`src/pct_pkg.sv`:
```
package pct_pkg;
    // bus commands as carried on the command lines
    localparam logic [3:0] CMD_MEM_RD  = 4'h6;
    localparam logic [3:0] CMD_MEM_WR  = 4'h7;
    localparam logic [3:0] CMD_CFG_RD  = 4'hA;
    localparam logic [3:0] CMD_CFG_WR  = 4'hB;
    localparam logic [3:0] CMD_MEM_RDM = 4'hC;
    localparam logic [3:0] CMD_MEM_RDL = 4'hE;
    localparam logic [3:0] CMD_MEM_WRI = 4'hF;
    // configuration dword indices and fixed register values
    localparam logic [5:0] CFG_ID      = 6'h00;
    localparam logic [5:0] CFG_CMDSTAT = 6'h01;
    localparam logic [5:0] CFG_CLASS   = 6'h02;
    localparam logic [5:0] CFG_BAR0    = 6'h04;
    localparam logic [5:0] CFG_CAPPTR  = 6'h0D;
    localparam logic [5:0] CFG_INTR    = 6'h0F;
    localparam logic [5:0] CFG_PMCAP   = 6'h10;
    localparam logic [5:0] CFG_PMCSR   = 6'h11;
    localparam logic [7:0] PM_CAP_OFS  = 8'h40;
    localparam logic [7:0] PM_CAP_ID   = 8'h01;
    localparam logic [15:0] PM_PMC     = 16'h4002;
    localparam logic [7:0] INT_PIN     = 8'h01;
    // command register bits
    localparam int CMD_MEM_EN   = 1;
    localparam int CMD_PERR_RSP = 6;
    localparam int CMD_SERR_EN  = 8;
    localparam int CMD_INT_DIS  = 10;
    localparam logic [15:0] CMD_WMASK = 16'h0542;
    // status register bits
    localparam int STAT_INT = 3;
    localparam int STAT_CAP = 4;
    localparam int STAT_SSE = 14;
    localparam int STAT_DPE = 15;
    // power management control/status bits
    localparam int PMCSR_PME_EN = 8;
    localparam int PMCSR_PME_ST = 15;
    localparam logic [1:0] PS_D0    = 2'h0;
    localparam logic [1:0] PS_D3HOT = 2'h3;
    // memory window byte offsets
    localparam logic [31:0] MEM_OFS_INT_SRC = 32'h0000_0000;
    localparam logic [31:0] MEM_OFS_INT_EN  = 32'h0000_0004;
    // reset values
    localparam logic [15:0] CMD_RST    = 16'h0000;
    localparam logic [31:0] BAR_RST    = 32'h0000_0000;
    localparam logic [7:0]  INT_EN_RST = 8'h00;
    localparam logic [7:0]  INT_LN_RST = 8'h00;
    typedef enum logic [2:0] {ST_IDLE, ST_DECODE, ST_DATA, ST_STOP, ST_TURN, ST_BUSY} pct_state_t;
endpackage

```
`src/pct_target_port.sv`:
```
`timescale 1ns/100ps
module pct_target_port #(
    parameter int          BAR_BITS  = 12,           // memory window size as a power of two
    parameter logic [15:0] VENDOR_ID = 16'h1234,     // arbitrary value
    parameter logic [15:0] DEVICE_ID = 16'h5678,     // arbitrary value
    parameter logic [7:0]  REV_ID    = 8'h01,        // arbitrary value
    parameter logic [23:0] CLASS_CODE = 24'h070002   // serial controller class
) (
    input  wire logic        clk_sys,          // bus clock
    input  wire logic        arst_n,           // bus reset
    input  wire logic [31:0] ad_i,             // address/data in
    output logic      [31:0] ad_o,             // address/data out
    output logic             ad_oe_n,          // address/data drive, low drives
    input  wire logic [3:0]  cbe_n_i,          // command/byte enables
    input  wire logic        par_i,            // parity in
    output logic             par_o,            // parity out
    output logic             par_oe_n,         // parity drive, low drives
    input  wire logic        frame_n_i,        // frame
    input  wire logic        irdy_n_i,         // initiator ready
    input  wire logic        idsel_i,          // configuration select
    output logic             trdy_n_o,         // target ready
    output logic             trdy_oe_n,        // target ready drive
    output logic             stop_n_o,         // stop request
    output logic             stop_oe_n,        // stop drive
    output logic             devsel_n_o,       // device select
    output logic             devsel_oe_n,      // device select drive
    output logic             perr_n_o,         // data parity error
    output logic             perr_oe_n,        // data parity error drive
    output logic             serr_n_o,         // system error level, always low
    output logic             serr_oe_n,        // system error pull, low pulls
    output logic             inta_n_o,         // interrupt level, always low
    output logic             inta_oe_n,        // interrupt pull, low pulls
    output logic             pme_n_o,          // power event level, always low
    output logic             pme_oe_n,         // power event pull, low pulls
    input  wire logic [7:0]  chan_irq_i,       // per-channel interrupt pending
    input  wire logic [7:0]  chan_rx_new_i,    // per-channel new character pulse
    input  wire logic [7:0]  chan_modem_chg_i  // per-channel modem change pulse
);
    localparam logic [31:0] BAR_MASK = 32'hFFFF_FFFF << BAR_BITS;

    pct_pkg::pct_state_t st_ff, nxt_st;
    logic [31:0] addr_ff, nxt_addr, bar_ff, nxt_bar, ad_o_ff, nxt_ad_o;
    logic [15:0] cmd_ff, nxt_cmd;
    logic [3:0]  bus_cmd_ff, nxt_bus_cmd;
    logic [7:0]  int_en_ff, nxt_int_en, int_ln_ff, nxt_int_ln;
    logic [1:0]  pstate_ff, nxt_pstate;
    logic        idsel_ff, nxt_idsel, exp_par_ff, nxt_exp_par;
    logic        adr_chk_ff, nxt_adr_chk, dat_chk_ff, nxt_dat_chk;
    logic        dpe_ff, nxt_dpe, sse_ff, nxt_sse, pme_en_ff, nxt_pme_en, pme_st_ff, nxt_pme_st;
    logic        ad_oe_n_ff, nxt_ad_oe_n, par_o_ff, nxt_par_o, par_oe_n_ff, nxt_par_oe_n;
    logic        trdy_ff, nxt_trdy, stop_ff, nxt_stop, devsel_ff, nxt_devsel, tso_oe_n_ff, nxt_tso_oe_n;
    logic        perr_ff, nxt_perr, perr_oe_n_ff, nxt_perr_oe_n;
    logic        serr_oe_n_ff, nxt_serr_oe_n, inta_oe_n_ff, nxt_inta_oe_n, pme_oe_n_ff, nxt_pme_oe_n;
    logic        od_low_ff;
    logic        par_in, par_out, is_cfg_cmd, is_mem_cmd, cfg_hit, mem_hit, int_pend;
    logic [31:0] rd_data, mem_ofs;
    logic [15:0] stat_word, pmcsr_word;

    pct_even_par u_par_in (
        .ad    (ad_i),
        .cbe_n (cbe_n_i),
        .par   (par_in)
    );
    pct_even_par u_par_out (
        .ad    (ad_o_ff),
        .cbe_n (cbe_n_i),
        .par   (par_out)
    );

    always_comb begin
        is_cfg_cmd = (bus_cmd_ff == pct_pkg::CMD_CFG_RD) || (bus_cmd_ff == pct_pkg::CMD_CFG_WR);
        is_mem_cmd = (bus_cmd_ff == pct_pkg::CMD_MEM_RD) || (bus_cmd_ff == pct_pkg::CMD_MEM_WR)
                   || (bus_cmd_ff == pct_pkg::CMD_MEM_RDM) || (bus_cmd_ff == pct_pkg::CMD_MEM_RDL)
                   || (bus_cmd_ff == pct_pkg::CMD_MEM_WRI);
        cfg_hit = is_cfg_cmd && idsel_ff && (addr_ff[1:0] == 2'h0) && (addr_ff[10:8] == 3'h0);
        mem_hit = is_mem_cmd && cmd_ff[pct_pkg::CMD_MEM_EN] && (addr_ff[1:0] == 2'h0)
                && (((addr_ff ^ bar_ff) & BAR_MASK) == 32'h0000_0000);
        mem_ofs = addr_ff & ~BAR_MASK;
        int_pend = |(chan_irq_i & int_en_ff);
        stat_word = 16'h0000;
        stat_word[pct_pkg::STAT_DPE] = dpe_ff;
        stat_word[pct_pkg::STAT_SSE] = sse_ff;
        stat_word[pct_pkg::STAT_CAP] = 1'b1;
        stat_word[pct_pkg::STAT_INT] = int_pend;
        pmcsr_word = 16'h0000;
        pmcsr_word[1:0] = pstate_ff;
        pmcsr_word[pct_pkg::PMCSR_PME_EN] = pme_en_ff;
        pmcsr_word[pct_pkg::PMCSR_PME_ST] = pme_st_ff;
        rd_data = 32'h0000_0000;
        if (is_cfg_cmd) begin
            if (addr_ff[7:2] == pct_pkg::CFG_ID) begin
                rd_data = {DEVICE_ID, VENDOR_ID};
            end else if (addr_ff[7:2] == pct_pkg::CFG_CMDSTAT) begin
                rd_data = {stat_word, cmd_ff};
            end else if (addr_ff[7:2] == pct_pkg::CFG_CLASS) begin
                rd_data = {CLASS_CODE, REV_ID};
            end else if (addr_ff[7:2] == pct_pkg::CFG_BAR0) begin
                rd_data = bar_ff;
            end else if (addr_ff[7:2] == pct_pkg::CFG_CAPPTR) begin
                rd_data = {24'h00_0000, pct_pkg::PM_CAP_OFS};
            end else if (addr_ff[7:2] == pct_pkg::CFG_INTR) begin
                rd_data = {16'h0000, pct_pkg::INT_PIN, int_ln_ff};
            end else if (addr_ff[7:2] == pct_pkg::CFG_PMCAP) begin
                rd_data = {pct_pkg::PM_PMC, 8'h00, pct_pkg::PM_CAP_ID};
            end else if (addr_ff[7:2] == pct_pkg::CFG_PMCSR) begin
                rd_data = {16'h0000, pmcsr_word};
            end
        end else if (mem_ofs == pct_pkg::MEM_OFS_INT_SRC) begin
            rd_data = {24'h00_0000, chan_irq_i};
        end else if (mem_ofs == pct_pkg::MEM_OFS_INT_EN) begin
            rd_data = {24'h00_0000, int_en_ff};
        end
    end

    always_comb begin
        nxt_st = st_ff;
        nxt_addr = addr_ff;
        nxt_bus_cmd = bus_cmd_ff;
        nxt_idsel = idsel_ff;
        nxt_bar = bar_ff;
        nxt_cmd = cmd_ff;
        nxt_int_en = int_en_ff;
        nxt_int_ln = int_ln_ff;
        nxt_pstate = pstate_ff;
        nxt_pme_en = pme_en_ff;
        nxt_pme_st = pme_st_ff;
        nxt_dpe = dpe_ff;
        nxt_sse = sse_ff;
        nxt_exp_par = exp_par_ff;
        nxt_adr_chk = 1'b0;
        nxt_dat_chk = 1'b0;
        nxt_ad_o = ad_o_ff;
        nxt_ad_oe_n = ad_oe_n_ff;
        nxt_par_o = par_out;
        nxt_par_oe_n = ad_oe_n_ff;
        nxt_trdy = trdy_ff;
        nxt_stop = stop_ff;
        nxt_devsel = devsel_ff;
        nxt_tso_oe_n = tso_oe_n_ff;
        nxt_perr = perr_ff;
        nxt_perr_oe_n = perr_oe_n_ff;
        nxt_serr_oe_n = 1'b1;
        case (st_ff)
            pct_pkg::ST_IDLE: begin
                if (!frame_n_i) begin
                    nxt_addr = ad_i;
                    nxt_bus_cmd = cbe_n_i;
                    nxt_idsel = idsel_i;
                    nxt_exp_par = par_in;
                    nxt_adr_chk = 1'b1;
                    nxt_st = pct_pkg::ST_DECODE;
                end
            end
            pct_pkg::ST_DECODE: begin
                if (cfg_hit || mem_hit) begin
                    nxt_devsel = 1'b0;
                    nxt_trdy = 1'b0;
                    nxt_stop = 1'b0;
                    nxt_tso_oe_n = 1'b0;
                    if (!bus_cmd_ff[0]) begin
                        nxt_ad_o = rd_data;
                        nxt_ad_oe_n = 1'b0;
                    end
                    nxt_st = pct_pkg::ST_DATA;
                end else begin
                    nxt_st = pct_pkg::ST_BUSY;
                end
            end
            pct_pkg::ST_DATA: begin
                if (!irdy_n_i) begin
                    nxt_trdy = 1'b1;
                    nxt_ad_oe_n = 1'b1;
                    if (bus_cmd_ff[0]) begin
                        nxt_exp_par = par_in;
                        nxt_dat_chk = 1'b1;
                        if (is_cfg_cmd && (addr_ff[7:2] == pct_pkg::CFG_CMDSTAT)) begin
                            for (int b = 0; b < 2; b++) begin
                                if (!cbe_n_i[b]) begin
                                    nxt_cmd[b*8 +: 8] = ad_i[b*8 +: 8] & pct_pkg::CMD_WMASK[b*8 +: 8];
                                end
                            end
                            if (!cbe_n_i[3] && ad_i[16 + pct_pkg::STAT_DPE]) begin
                                nxt_dpe = 1'b0;
                            end
                            if (!cbe_n_i[3] && ad_i[16 + pct_pkg::STAT_SSE]) begin
                                nxt_sse = 1'b0;
                            end
                        end else if (is_cfg_cmd && (addr_ff[7:2] == pct_pkg::CFG_BAR0)) begin
                            for (int b = 0; b < 4; b++) begin
                                if (!cbe_n_i[b]) begin
                                    nxt_bar[b*8 +: 8] = ad_i[b*8 +: 8] & BAR_MASK[b*8 +: 8];
                                end
                            end
                        end else if (is_cfg_cmd && (addr_ff[7:2] == pct_pkg::CFG_INTR)) begin
                            if (!cbe_n_i[0]) begin
                                nxt_int_ln = ad_i[7:0];
                            end
                        end else if (is_cfg_cmd && (addr_ff[7:2] == pct_pkg::CFG_PMCSR)) begin
                            if (!cbe_n_i[0]) begin
                                nxt_pstate = ad_i[1:0];
                            end
                            if (!cbe_n_i[1]) begin
                                nxt_pme_en = ad_i[pct_pkg::PMCSR_PME_EN];
                                if (ad_i[pct_pkg::PMCSR_PME_ST]) begin
                                    nxt_pme_st = 1'b0;
                                end
                            end
                        end else if (!is_cfg_cmd && (mem_ofs == pct_pkg::MEM_OFS_INT_EN)) begin
                            if (!cbe_n_i[0]) begin
                                nxt_int_en = ad_i[7:0];
                            end
                        end
                    end
                    if (frame_n_i) begin
                        nxt_devsel = 1'b1;
                        nxt_stop = 1'b1;
                        nxt_st = pct_pkg::ST_TURN;
                    end else begin
                        nxt_st = pct_pkg::ST_STOP;
                    end
                end
            end
            pct_pkg::ST_STOP: begin
                if (frame_n_i) begin
                    nxt_devsel = 1'b1;
                    nxt_stop = 1'b1;
                    nxt_st = pct_pkg::ST_TURN;
                end
            end
            pct_pkg::ST_TURN: begin
                nxt_tso_oe_n = 1'b1;
                nxt_st = pct_pkg::ST_IDLE;
            end
            default: begin
                if (frame_n_i && irdy_n_i) begin
                    nxt_st = pct_pkg::ST_IDLE;
                end
            end
        endcase
        // data parity error output: low one cycle, high one cycle, then released
        if (!perr_oe_n_ff && !perr_ff) begin
            nxt_perr = 1'b1;
        end else if (!perr_oe_n_ff) begin
            nxt_perr_oe_n = 1'b1;
        end
        // error flags are set after any software clear so a coincident event wins
        if (dat_chk_ff && (par_i != exp_par_ff)) begin
            nxt_dpe = 1'b1;
            if (cmd_ff[pct_pkg::CMD_PERR_RSP]) begin
                nxt_perr = 1'b0;
                nxt_perr_oe_n = 1'b0;
            end
        end
        if (adr_chk_ff && (par_i != exp_par_ff)) begin
            nxt_dpe = 1'b1;
            if (cmd_ff[pct_pkg::CMD_PERR_RSP] && cmd_ff[pct_pkg::CMD_SERR_EN]) begin
                nxt_sse = 1'b1;
                nxt_serr_oe_n = 1'b0;
            end
        end
        if ((pstate_ff == pct_pkg::PS_D3HOT) && pme_en_ff && (|(chan_rx_new_i | chan_modem_chg_i))) begin
            nxt_pme_st = 1'b1;
        end
        nxt_inta_oe_n = !(int_pend && !cmd_ff[pct_pkg::CMD_INT_DIS]);
        nxt_pme_oe_n = !(nxt_pme_st && nxt_pme_en);
    end

    always_ff @(posedge clk_sys or negedge arst_n) begin
        if (!arst_n) begin
            st_ff <= pct_pkg::ST_IDLE;
            addr_ff <= 32'h0000_0000;
            bus_cmd_ff <= 4'h0;
            idsel_ff <= 1'b0;
            bar_ff <= pct_pkg::BAR_RST;
            cmd_ff <= pct_pkg::CMD_RST;
            int_en_ff <= pct_pkg::INT_EN_RST;
            int_ln_ff <= pct_pkg::INT_LN_RST;
            pstate_ff <= pct_pkg::PS_D0;
            pme_en_ff <= 1'b0;
            pme_st_ff <= 1'b0;
            dpe_ff <= 1'b0;
            sse_ff <= 1'b0;
            exp_par_ff <= 1'b0;
            adr_chk_ff <= 1'b0;
            dat_chk_ff <= 1'b0;
            ad_o_ff <= 32'h0000_0000;
            ad_oe_n_ff <= 1'b1;
            par_o_ff <= 1'b0;
            par_oe_n_ff <= 1'b1;
            trdy_ff <= 1'b1;
            stop_ff <= 1'b1;
            devsel_ff <= 1'b1;
            tso_oe_n_ff <= 1'b1;
            perr_ff <= 1'b1;
            perr_oe_n_ff <= 1'b1;
            serr_oe_n_ff <= 1'b1;
            inta_oe_n_ff <= 1'b1;
            pme_oe_n_ff <= 1'b1;
            od_low_ff <= 1'b0;
        end else begin
            st_ff <= nxt_st;
            addr_ff <= nxt_addr;
            bus_cmd_ff <= nxt_bus_cmd;
            idsel_ff <= nxt_idsel;
            bar_ff <= nxt_bar;
            cmd_ff <= nxt_cmd;
            int_en_ff <= nxt_int_en;
            int_ln_ff <= nxt_int_ln;
            pstate_ff <= nxt_pstate;
            pme_en_ff <= nxt_pme_en;
            pme_st_ff <= nxt_pme_st;
            dpe_ff <= nxt_dpe;
            sse_ff <= nxt_sse;
            exp_par_ff <= nxt_exp_par;
            adr_chk_ff <= nxt_adr_chk;
            dat_chk_ff <= nxt_dat_chk;
            ad_o_ff <= nxt_ad_o;
            ad_oe_n_ff <= nxt_ad_oe_n;
            par_o_ff <= nxt_par_o;
            par_oe_n_ff <= nxt_par_oe_n;
            trdy_ff <= nxt_trdy;
            stop_ff <= nxt_stop;
            devsel_ff <= nxt_devsel;
            tso_oe_n_ff <= nxt_tso_oe_n;
            perr_ff <= nxt_perr;
            perr_oe_n_ff <= nxt_perr_oe_n;
            serr_oe_n_ff <= nxt_serr_oe_n;
            inta_oe_n_ff <= nxt_inta_oe_n;
            pme_oe_n_ff <= nxt_pme_oe_n;
            od_low_ff <= 1'b0;
        end
    end

    assign ad_o = ad_o_ff;
    assign ad_oe_n = ad_oe_n_ff;
    assign par_o = par_o_ff;
    assign par_oe_n = par_oe_n_ff;
    assign trdy_n_o = trdy_ff;
    assign stop_n_o = stop_ff;
    assign devsel_n_o = devsel_ff;
    assign trdy_oe_n = tso_oe_n_ff;
    assign stop_oe_n = tso_oe_n_ff;
    assign devsel_oe_n = tso_oe_n_ff;
    assign perr_n_o = perr_ff;
    assign perr_oe_n = perr_oe_n_ff;
    assign serr_n_o = od_low_ff;
    assign serr_oe_n = serr_oe_n_ff;
    assign inta_n_o = od_low_ff;
    assign inta_oe_n = inta_oe_n_ff;
    assign pme_n_o = od_low_ff;
    assign pme_oe_n = pme_oe_n_ff;
endmodule

```
`src/pct_even_par.sv`:
```
`timescale 1ns/100ps
module pct_even_par (
    input  wire logic [31:0] ad,     // address/data bits
    input  wire logic [3:0]  cbe_n,  // command/byte enable bits
    output logic             par     // bit making the 37-bit total even
);
    assign par = ^{ad, cbe_n};
endmodule

```
`config.mk`:
```
export PLATFORM = sky130hd
export DESIGN_NAME = pct_target_port
export DESIGN_NICKNAME = d
export VERILOG_FILES = /design/src/pct_pkg.sv /design/src/pct_target_port.sv /design/src/pct_even_par.sv
export SDC_FILE = /design/constraint.sdc
export NUM_CORES = 1
export LEC_CHECK = 0
export BUFFER_PORTS_ARGS = -buffer_cell sky130_fd_sc_hd__buf_4
export CORE_ASPECT_RATIO = 0.5
export CORE_MARGIN = 3
export CORE_UTILIZATION = 58
export CTS_BUF_LIST = sky130_fd_sc_hd__clkbuf_4
export DETAILED_ROUTE_END_ITERATION = 6
export PLACE_DENSITY = 0.82
export REMOVE_ABC_BUFFERS = 1
export SYNTH_ARGS = -nofsm -noshare
export SYNTH_HDL_FRONTEND = slang
export SYNTH_SLANG_ARGS = --single-unit
```
`constraint.sdc`:
```
create_clock -name clk_sys -period 2.9 [get_ports clk_sys]
set_input_delay 0.145 -clock clk_sys [delete_from_list [all_inputs] [get_ports clk_sys]]
set_output_delay 0.145 -clock clk_sys [all_outputs]
set_load 0.05 [all_outputs]
```
Yosys cells after proc, flatten, opt, wreduce, memory -nomap -nowiden

Index checks and enable logic that the tools add are counted.

Equal/unequal tests: 28
Muxes and demuxes: 80
Bitwise operators: 14
Reduce and logical (&&, ||, !) cells: 71

Operator list:

| kind                                                              | number |
|---|---|
| 32-bit two-way mux                                                | 5 |
| 31-bit two-way mux                                                | 3 |
| 36-bit parity                                                     | 2 |
| 32-bit logical NOT                                                | 2 |
| 1-bit two-way mux                                                 | 56 |
| 32-bit XOR                                                        | 1 |
| 1-bit logical AND                                                 | 22 |
| 4-bit == test (second input constant)                             | 5 |
| 3-bit two-way mux                                                 | 6 |
| 6-bit AND reduction                                               | 3 |
| 16-bit two-way mux                                                | 1 |
| 8-bit two-way mux                                                 | 2 |
| 8-bit OR reduction                                                | 2 |
| 3-bit case mux with 5 select lines                                | 1 |
| 5-bit AND reduction                                               | 3 |
| 3-bit nonzero test                                                | 5 |
| 12-bit by 3-bit == test with 1-bit output (second input constant) | 1 |
| 6-bit by 4-bit == test with 1-bit output (second input constant)  | 2 |
| 6-bit by 5-bit == test with 1-bit output (second input constant)  | 2 |
| 2-bit != test (second input constant)                             | 6 |
| 4-bit AND reduction                                               | 3 |
| 1-bit NOT                                                         | 11 |
| 3-bit AND reduction                                               | 3 |
| 9-bit AND reduction                                               | 1 |
| 24 further kinds                                                  | 45 |

Register bits after elaboration: 133
Input port bits: 66
Output and inout bits: 49

Logic depth before layout (Yosys ltp)

Gate-level depths: netlist of run 1.

Word-level depth: 13
Mapped depth: 8

Modules after synthesis

Synthesis of run 1 repeated with hierarchy kept, for this count alone.

Cell total of the unflattened synthesis: 562
Area, all modules: 6761.5 um^2

By module, submodules not included:

| module          | instances | cells each | area an instance (um^2) | seq. area each (um^2) |
|---|---|---|---|---|
| pct_target_port | 1         | 494        | 6138.4                  | 3316.9 |
| pct_even_par    | 2         | 34         | 311.5                   | 0.0 |

Least setup slack after synthesis of run 1

Ideal clock, no wire load.

Path kind: flip-flop to flip-flop
From: register bar_ff[30]
To: register ad_o_ff[15], in the netlist ad_o[15]
Data arrival time: 2.025 ns
Slack: 0.750 ns
Stages on the path, launching flop included: 8
Path buffers: 1
Period minus slack after synthesis: 2.150 ns
Cell sequence: dfrtp_1 > xnor2_1 > nand4_1 > nor4_1 > a21oi_1 > nor4b_4 > buf_2 > mux2_2

Longest elaborated chain between the ends: 5

RTL lines:

| what                          | RTL line               | source |
|---|---|---|
| start, declared               | pct_target_port.sv:42  | `logic [31:0] addr_ff, nxt_addr, bar_ff, nxt_bar, ad_o_ff, nxt_ad_o;` |
| start signal, assigned        | pct_target_port.sv:274 | `bar_ff <= pct_pkg::BAR_RST;` |
| start signal, assigned        | pct_target_port.sv:305 | `bar_ff <= nxt_bar;` |
| 32-bit XOR                    | pct_target_port.sv:77  | `&& (((addr_ff ^ bar_ff) & BAR_MASK) == 32'h0000_0000);` |
| 32-bit logical NOT            | pct_target_port.sv:77  |  |
| 1-bit logical AND             | pct_target_port.sv:77  |  |
| 1-bit logical OR              | pct_target_port.sv:155 | `if (cfg_hit \|\| mem_hit) begin` |
| 3-bit AND reduction (no line) | -                      |  |
| end signal, assigned          | pct_target_port.sv:317 | `ad_o_ff <= nxt_ad_o;` |
| end, declared                 | pct_target_port.sv:42  |  |

Every way passes these cells.
A chain may end at the register's enable or synchronous reset.

Final worst setup path of run 1

From: register addr_ff[3]
To: register int_en_ff[3]

Longest elaborated chain between the ends: 4
Elaborated cells on any way between the ends: 15

RTL lines:

| what                                                             | RTL line               | source |
|---|---|---|
| start, declared                                                  | pct_target_port.sv:42  |  |
| start signal, assigned                                           | pct_target_port.sv:302 | `addr_ff <= nxt_addr;` |
| 6-bit by 5-bit == test with 1-bit output (tied with other cells) | pct_target_port.sv:198 | `end else if (is_cfg_cmd && (addr_ff[7:2] == pct_pkg::CFG_PMCSR)) begin` |
| 1-bit logical AND, on equally long branches                      | -                      |  |
| 1-bit NOT (no line)                                              | -                      |  |
| 9-bit AND reduction (no line) (*)                                | -                      |  |
| end signal, assigned                                             | pct_target_port.sv:276 | `int_en_ff <= pct_pkg::INT_EN_RST;` |
| end signal, assigned                                             | pct_target_port.sv:307 | `int_en_ff <= nxt_int_en;` |
| end, declared                                                    | pct_target_port.sv:45  | `logic [7:0] int_en_ff, nxt_int_en, int_ln_ff, nxt_int_ln;` |

Every way passes the cells marked *; elsewhere a longest branch is shown, timed or not.

==> summary.md, run 1 <==
| Metric | Value |
|---|---|
| CP max FO | 11 |
| Mean Syn Cell Area | around 12 um^2 |
| Final setup fails | 0 |
| Logic pwr share | 31.2% |
| Area delta synth->final | 26.0% |
| Wire length on met2 | around 8600 um |
| Clock sinks | approximately 130 |
| Initial core utilization | roughly 60% |
| Core area | 11,100 um^2 |
| Worst-path clk slew | approximately 110 ps |
| CTS tree | done |
| Post-synth EDFFs | 0 |
| Post-route cell area | between 8000 and 9000 um^2 |
| First-pass GRT wire length | ~28,000 um |
| Syn Inst Count | about 570 |
| Die Y | 82.1 um |
| Synth Warn # | 0 |
| Worst IR drop on VDD | between 0.3 and 0.4 mV |
| Post-synth ARST share | 100% |
| DRC viols | 0 |
| PortBufs | between 100 and 150 |
| Peak Freq | approximately 400 MHz |
| WL/cell | just over 20 um |
| Routed wl met3 | between 1500 and 2000 um |
| Die Span X | roughly 160 um |
| Relative slew slack | between 40% and 50% |
| CP arrival | 2980 ps |
| Skew final | around 19 ps |
| GRT Total Usage | 29.2% |
| Util after Layout | 76.0% |
| Cell Int Power | around 3.6 mW |
| CP startpoint | addr_ff[3] |
| Initial antenna violation count | 0 |
| Distinct cells, synth | 49 |
| Switch Pwr | ~2.0 mW |
| Seq cells post-synth | approximately 130 |
| RSZ-0062 raised after global routing | false |
| Mapped Area | about 6700 um^2 |
| Vias | between 5,000 and 6,000 |
| Routed WL | between 15,000 and 20,000 um |
| Largest net degree at the start of global routing | 58 |
| Worst path required time | roughly 3300 ps |
| Part of the power in the clock network | a little under a quarter |
| Largest cells by area after synthesis | dfrtp_1 45%, mux2_2 14%, xnor2_1 9.6% |
| Vias in the first global route | ~5,200 |
| Reg power frac | 45.8% |
| Top FF cell, synth | dfrtp_1 |
| Commonest non-fill, non-tap cell in the layout | buf_4 |
| Period utilization | slightly below 90% |
| Number of diodes | 0 |
| GP Congestion | 0.915 |
| # nets final | around 800 |
| Fin. max-slew vios | 0 |
| R2r startpoint | addr_ff[3] |
| Clock Tree Buf Depth | 2 |
| Root buf cell | clkbuf_4 |
| I/O pin cnt | ~120 |
| Crit end category | flip-flop |
| Post-place instance area | 7740 um^2 |
| Gr ovfl total | 0 |
| Post-CTS setup buffers | 0 |
| Min-Delay Path Class | in -> reg |
| Drt pass-1 iters | 5 |
| Worst setup SP type | flip-flop |
| Pwr dens | roughly 660 nW/um^2 |
| CTS Buf Count | 17 |
| Most frequent cells in the layout | 122 x buf_4, 121 x dfrtp_1, 83 x mux2_2 |
| Pleak | about 3.8 nW |
| Post-route ant nets | 0 |
| Clock Latency Late Sink | 550 ps |
| Min-delay src | chan_irq_i[7] |
| Post_cts resized | 0 |
| # rows | 27 |
| DP HPWL | 12,700 um |
| Status | complete, no violations |
| Number of hold violations in the final report | 0 |
| Tmin final | 2550 ps |
| Sequential share of the synthesized area | between 40 and 50% |
| DRT iter0 DRCs | 478 |
| Vias per cell | roughly 5.9 |
| Share of layout cells above drive strength 1 | 37.0% |
| Cell accounting for the most synthesized area | dfrtp_1 |
| H-tree levels | 4 |
| Sw Share | around a third |
| Post-synth top area share | around 45% |
| Die footprint | around 13,000 um^2 |
| Crit path kind | reg -> reg |
| Wire length on met1 | between 7000 and 8000 um |
| CTS Hold Bufs | 45 |
| Tightest Pin Transition | between 700 and 800 ps |
| Top Layer Used | met4 |
| Max Cap Violations | 0 |
[cell usage after synthesis, types with 3 or more instances]
master / count
a21oi_1: 18
a221oi_1: 3
a22oi_1: 14
and3_1: 5
buf_2: 5
buf_4: 9
clkbuf_1: 11
dfrtp_1: 121
dfstp_2: 11
inv_1: 16
mux2_2: 83
mux2_4: 16
mux2i_1: 12
nand2_1: 27
nand2b_1: 3
nand3_1: 7
nand4_1: 12
nor2_1: 33
nor2b_1: 5
nor3_1: 8
nor4_1: 9
o21ai_0: 15
o22ai_1: 5
xnor2_1: 74
xor2_1: 12
[flip-flops by register name, indices dropped and copies added, names as in the netlist, 2 cells and up]
| register | flops |
|---|---|
| ad_o | 31 |
| addr_ff | 32 |
| bar_ff | 20 |
| bus_cmd_ff | 4 |
| cmd_ff | 4 |
| int_en_ff | 8 |
| int_ln_ff | 8 |
| pstate_ff | 2 |
| st_ff | 3 |
[layer usage]
metal  vias up  GRT usage (%)
met4         0           9.27
met5         -              0
met3        55           6.87
met1      2589           40.0
met2       278           46.8
li1       2321              -
[worst max-delay path: stages (launching register included)]
cell,delay [ps]
dfrtp_1,560
or4b_4,640
nand2b_4,220
nor4_4,610
mux2_2,420
[layout make-up]
class | instances | area [um^2]
flip-flops and latches | 132 | 3320
multi-input cells | 395 | 3230
fillers | 710 | 2670
repair buffers | 169 | 1410
well taps | 145 | 181
clock buffers | 19 | 143
clock inverters | 13 | 140
inverters | 16 | 60.1
[cell families (layout without fill, tap and decap cells)]
group                  count (synthesis)  count (layout)  synth area share, %
multiplexers                         111             111                 19.3
XOR/XNOR                              87              87                 11.5
AND/OR/NAND/NOR                      126             126                 10.5
AO/OA/AOI/OAI                         67              67                 6.38
flip-flops                           132             132                 49.3
other                                  1               4               0.0558
buffers and inverters                 42             217                 2.94
[power by group through the flow]
stage	clock network [mW]	logic, mW	registers (mW)
finish	1.28	1.73	2.54
global route	1.36	1.84	2.58
CTS	1.28	1.70	2.52
detailed placement	0	1.64	2.55
global placement	0	1.60	2.53
floorplan	0	0.999	2.62
[worst paths after layout]
check | to | slack (ps) | depth (start not counted)
setup / recovery | int_en_ff[3] | 350 | 4
hold / removal | inta_oe_n | 30 | 4
setup reg to reg | int_en_ff[3] | 350 | 4
hold reg to reg | par_oe_n | 380 | 0
max in group asynchronous | ad_o[1] | 1900 | 3
min in group asynchronous | addr_ff[27] | 100 | 2
[stage by stage]
step	worst slack, ps	power, mW	hold WS [ps]	std cells	setup TNS (ps)
detailed placement	405	4.19	149	812	0
global route	183	5.78	41.1	889	0
global placement	430	4.13	145	812	0
finish	349	5.56	28.5	889	0
floorplan	-1910	3.62	-151	543	-73340
CTS	374	5.50	10.5	889	0
No activity file was read; power rests on OpenSTA's default activity.
==> run 2, diff against run 1 <==
- RECOVER_POWER: default -> 50
==> run 2 against run 1 <==
  * The run now ends with max-capacitance violations, max-slew violations left
  * Die area stayed put
  * Final cell count stayed put
  * Non-clock buffer count stayed put
  * First-iteration DRC count is 8.4% lower
  * Clock power hardly changed
  * Critical path type unchanged
==> summary.md, run 2 (synthesis results as in run 1) <==
| Metric | Value |
|---|---|
| Status | complete, but fails checks |
| Failing checks | max-capacitance violations, max-slew violations |
| Max Cap Violations | 1 (+1) |
| Most frequent cells in the layout | 121 x dfrtp_1, 103 x buf_4, 83 x mux2_2 |
| Final setup fails | 0 (unchanged) |
| Area delta synth->final | 25.0% |
| Worst path required time | 3330 ps (about the same) |
| Routed WL | 18,500 um (about the same) |
| CP top delay family | simple AND/OR/NAND/NOR gates |
| Vias in the first global route | 5,236 (unchanged) |
| CTS Hold Bufs | 45 (unchanged) |
| DRT iter0 DRCs | 438 (-8.4%) |
| Worst IR drop on VDD | 0.375 mV (+0.56%) |
| Crit path cell chain | or4b_4, nand2b_4, nor4_4, mux2_2 |
| Number of hold violations in the final report | 0 (unchanged) |
| # rows | 27 (unchanged) |
| Post-CTS setup buffers | 0 (unchanged) |
| Crit end category | flip-flop |
| Die Y | 82.1 um (unchanged) |
| RSZ-0062 raised after global routing | false |
| Root buf cell | clkbuf_4 |
| CP startpoint | addr_ff[3] |
| Die footprint | 13,000 um^2 (unchanged) |
| Gr ovfl total | 0 (unchanged) |
| Fillers | 727 (+2.4%) |
| Buf+Inv Stages, Crit Path | 0 (unchanged) |
| Share of layout cells above drive strength 1 | 34.4% (-2.6 points) |
| Vias | 5,205 (-0.72%) |
| Pwr dens | 660 nW/um^2 (+0.65%) |
| Clock sinks | 132 (unchanged) |
| Core area | 11,100 um^2 (unchanged) |
| I/O pin cnt | 115 (unchanged) |
| CTS tree | done |
| Commonest non-fill, non-tap cell in the layout | dfrtp_1 |
| Clock Tree Buf Depth | 2 (unchanged) |
| Tightest Pin Transition | 2150 ps (+1370 ps) |
| CTS Buf Count | 17 (unchanged) |
| Min-delay src | chan_irq_i[7] |
| # nets final | 797 (unchanged) |
| Pleak | 3.76 nW (-2.0%) |
| Worst setup margin | 355 ps (+6.57 ps) |
| Max reg flops | 32 (unchanged) |
| Multi-input combinational cell area | 3230 um^2 (unchanged) |
| DP HPWL | 12,700 um (unchanged) |
| Post_cts resized | 0 (unchanged) |
| GP Congestion | 0.915 (unchanged) |
| Fin. max-slew vios | 39 (+39) |
| Crit path kind | reg -> reg |
| Clock Latency Late Sink | 550 ps (about the same) |
| Largest Register | addr_ff |
| GRT Total Usage | 29.2% (unchanged) |
| Min-Delay Path Class | in -> reg |
| Vias per cell | 5.85 (-0.72%) |
| Largest net degree at the start of global routing | 58 (unchanged) |
| Skew final | 19.7 ps (+0.789 ps) |
| Initial core utilization | 60.3% (unchanged) |
| PortBufs | 110 (unchanged) |
| H-tree levels | 4 (unchanged) |
| Fin Setup TNS | 0 ps (unchanged) |
| Initial antenna violation count | 0 (unchanged) |
| CP max FO | 11 (unchanged) |
| R2r startpoint | addr_ff[3] |
| Period utilization | 87.7% (-0.23 points) |
| Peak Freq | 393 MHz (+0.26%) |
| CP arrival | 2970 ps (about the same) |
| Post-route ant nets | 0 (unchanged) |
| Critical-path top delay cell | or4b_4 |
| Number of diodes | 0 (unchanged) |
| Worst setup SP type | flip-flop |
| WL/cell | 20.8 um (about the same) |
| Die Span X | 158 um (unchanged) |
| Worst-path clk slew | 110 ps (about the same) |
| Tmin final | 2540 ps (-6.57 ps) |
| Relative slew slack | -43.6% (-91 points) |
| Drt pass-1 iters | 5 (unchanged) |
| First-pass GRT wire length | 28,100 um (unchanged) |
| Slowest stage delay, CP | 640 ps (about the same) |
| Register area | 3320 um^2 (unchanged) |
| DRC viols | 0 (unchanged) |
| Placement Setup Slack | 405 ps (unchanged) |
[run 2: final timing paths]
kind                           endpoint  depth (start not counted)  slack (ps)
hold reg to reg                par_oe_n                          0         390
hold / removal                inta_oe_n                          4          40
setup / recovery           int_en_ff[3]                          4         360
max in group asynchronous       ad_o[1]                          3         510
min in group asynchronous   addr_ff[27]                          2         760
setup reg to reg           int_en_ff[3]                          4         360
[run 2: routing by layer]
metal | GRT usage [%] | up-vias | wire (um)
met5 | 0 | - | 0
met4 | 9.27 | 0 | 439
met3 | 6.87 | 56 | 1530
met2 | 46.8 | 259 | 8510
met1 | 40.0 | 2565 | 8020
li1 | - | 2325 | -
[run 2: cell type report]
cell class / count / area share (%)
Sequential cell: 132 / 39.4
Multi-Input combinational cell: 395 / 38.4
Timing Repair Buffer: 169 / 15.9
Tap cell: 145 / 2.16
Clock buffer: 19 / 1.70
Clock inverter: 13 / 1.67
Inverter: 16 / 0.714
[run 2: where the power goes]
group	total (mW)	internal [mW]	switching (mW)
Sequential	2.54	2.18	0.358
Combinational	1.73	0.808	0.921
Clock	1.28	0.599	0.680
[run 2: tightest hold or removal path: stages]
cell and delay, ps:
buf_4 90, a22oi_1 50, nand4_1 170, nand2b_1 110
[run 2: through the flow]
step           hold WS, ps  instances  utilization (%)  area [um^2]  total power, mW
6_report              35.4        889             75.4         8410             5.55
5_1_grt               41.1        889             75.4         8410             5.78
4_1_cts               10.5        889             76.0         8480             5.50
3_5_place_dp           149        812             69.5         7740             4.19
3_3_place_gp           145        812             69.5         7740             4.13
2_1_floorplan         -151        543                -         6600             3.62
==> run 3, diff against run 2 <==
==> constraint.sdc (replaced) <==
create_clock -name clk_sys -period 2.9 [get_ports clk_sys]
set_input_delay 0.58 -clock clk_sys [delete_from_list [all_inputs] [get_ports clk_sys]]
set_output_delay 0.58 -clock clk_sys [all_outputs]
set_load 0.05 [all_outputs]
==> run 3 against run 2 <==
  * Power fell by 5.6%
  * Final cell count fell by 4.9%
  * Sequential power barely moved
  * Final area fell by 5.6%
  * Via count fell by 4.8%
  * The run still ends with max-capacitance violations, max-slew violations left
  * Critical endpoint is now int_en_ff[6]
  * Largest power group unchanged
  * First-iteration DRC count rose by 14%
==> summary.md, run 3 (synthesis results as in run 1) <==
| Metric | Value |
|---|---|
| Worst IR drop on VDD | 0.300 mV (-20%) |
| Vias per cell | 5.87 (+0.17%) |
| Worst path required time | 3310 ps (-20 ps) |
| Skew final | 19.4 ps (-0.335 ps) |
| Number of diodes | 0 (unchanged) |
| Post_cts resized | 0 (unchanged) |
| Routed WL | 16,900 um (-8.8%) |
| Tmin final | 2580 ps (+36.5 ps) |
| Largest net degree at the start of global routing | 39 (-33%) |
| Worst-path clk slew | 120 ps (about the same) |
| Commonest non-fill, non-tap cell in the layout | dfrtp_1 |
| RSZ-0062 raised after global routing | false |
| Routed wl met3 | 1400 um (-8.8%) |
| Root buf cell | clkbuf_4 |
| CP arrival | 2990 ps (+20 ps) |
| Fin. max-slew vios | 37 (-5.1%) |
| DP Cell Count | 813 (+0.12%) |
| Multi-input combinational cell area | 3220 um^2 (-0.19%) |
| Pwr dens | 660 nW/um^2 (about the same) |
| # nets final | 754 (-5.4%) |
| PortBufs | 110 (unchanged) |
| DRC viols | 0 (unchanged) |
| Register area | 3320 um^2 (unchanged) |
| Fillers | 816 (+12%) |
| Core area | 11,100 um^2 (unchanged) |
| GRT Total Usage | 27.4% (-1.7 points) |
| Wire length on met1 | 7680 um (-4.2%) |
| Final Total Pwr | 5.24 mW (-5.6%) |
| Crit end category | flip-flop |
| Most frequent cells in the layout | 121 x dfrtp_1, 114 x buf_4, 83 x mux2_2 |
| Clock Latency Late Sink | 530 ps (-20 ps) |
| Gr ovfl total | 0 (unchanged) |
| Post-route ant nets | 0 (unchanged) |
| Die Span X | 158 um (unchanged) |
| DRT iter0 DRCs | 498 (+14%) |
| GP Congestion | 0.905 (-1.1%) |
| Drt pass-1 iters | 5 (unchanged) |
| Largest Register | addr_ff |
| Die footprint | 13,000 um^2 (unchanged) |
| CTS Hold Bufs | 1 (-98%) |
| Tightest Pin Transition | 1580 ps (-571 ps) |
| Status | complete, but fails checks |
| Final setup fails | 0 (unchanged) |
| Crit path kind | reg -> reg |
| Top Layer Used | met4 |
| Worst setup SP type | flip-flop |
| Number of hold violations in the final report | 0 (unchanged) |
| WL/cell | 20.0 um (-4.1%) |
| H-tree levels | 4 (unchanged) |
| Min-Delay Path Class | in -> reg |
| CTS tree | done |
| Vias in the first global route | 4,879 (-6.8%) |
| Die Y | 82.1 um (unchanged) |
| Vias | 4,956 (-4.8%) |
| Area delta synth->final | 18.1% |
| I/O pin cnt | 115 (unchanged) |
| DP HPWL | 12,800 um (+0.93%) |
| Max reg flops | 32 (unchanged) |
| Post-CTS setup buffers | 0 (unchanged) |
| Wire length on met2 | 7520 um (-12%) |
| Fin Setup TNS | 0 ps (unchanged) |
| Clock Tree Buf Depth | 2 (unchanged) |
| # rows | 27 (unchanged) |
| Peak Freq | 387 MHz (-1.4%) |
| Share of layout cells above drive strength 1 | 37.6% (+3.2 points) |
| Clock sinks | 132 (unchanged) |
| Failing checks | max-capacitance violations, max-slew violations |
| CP max FO | 11 (unchanged) |
| Pleak | 3.59 nW (-4.6%) |
| CTS Buf Count | 17 (unchanged) |
| Post-Layout Cell Count | 845 (-4.9%) |
| Initial core utilization | 60.3% (unchanged) |
| Initial antenna violation count | 0 (unchanged) |
| Max Cap Violations | 1 (unchanged) |
| Relative slew slack | -5.69% (+38 points) |
| First-pass GRT wire length | 26,700 um (-4.9%) |
| Period utilization | 89.0% (+1.3 points) |
## run 3: changes by cell type in the layout (fill, tap and decap cells not counted), moves of 2 or more
cell and delta:
dlygate4sd3_1 -44, buf_4 +11, clkbuf_1 -9, clkinvlp_4 +3
bufinv_16 -2, clkbuf_4 -2
## run 3: metal layers
layer | vias to the layer above | GRT usage (%)
li1 | 2225 | -
met1 | 2498 | 39.3
met2 | 200 | 41.8
met3 | 33 | 7.08
met4 | 0 | 8.07
met5 | - | 0
## run 3: power by group
| group | switching, mW | internal (mW) |
|---|---|---|
| sequential | 0.331 | 2.18 |
| combinational | 0.879 | 0.769 |
| clock | 0.669 | 0.409 |
| total | 1.88 | 3.36 |
## run 3: worst paths after layout
| kind | start | end | slack, ps | cells after the start |
|---|---|---|---|---|
| hold reg to reg | ad_oe_n | par_oe_n | 390 | 0 |
| setup reg to reg | addr_ff[3] | int_en_ff[6] | 320 | 4 |
| hold / removal | irdy_n_i | ad_oe_n | 260 | 2 |
| max in group asynchronous | arst_n | int_ln_ff[0] | 460 | 3 |
| min in group asynchronous | arst_n | ad_o[16] | 540 | 2 |
| setup / recovery | addr_ff[3] | int_en_ff[6] | 320 | 4 |
## run 3: critical path, stage by stage, from the launching register on
cell and delay, ps:
dfrtp_1 530, or4b_4 630, nand2b_4 220, nor4_4 680, mux2_2 410
## run 3: cell type report
| type | count | share of cell area, % |
|---|---|---|
| Tap cell | 145 | 2.28 |
| Clock inverter | 13 | 1.18 |
| Multi-Input combinational cell | 395 | 40.6 |
| Inverter | 16 | 0.756 |
| Timing Repair Buffer | 126 | 11.7 |
| Clock buffer | 18 | 1.70 |
| Sequential cell | 132 | 41.8 |
## run 3: per-stage QoR
stage | worst slack [ps] | util (%) | hold WS, ps | area, um^2
floorplan | -1910 | - | 284 | 6600
global placement | 388 | 69.5 | 366 | 7750
detailed placement | 375 | 69.5 | 366 | 7750
CTS | 346 | 71.7 | 222 | 7990
global route | 115 | 71.2 | 229 | 7940
finish | 319 | 71.2 | 260 | 7940
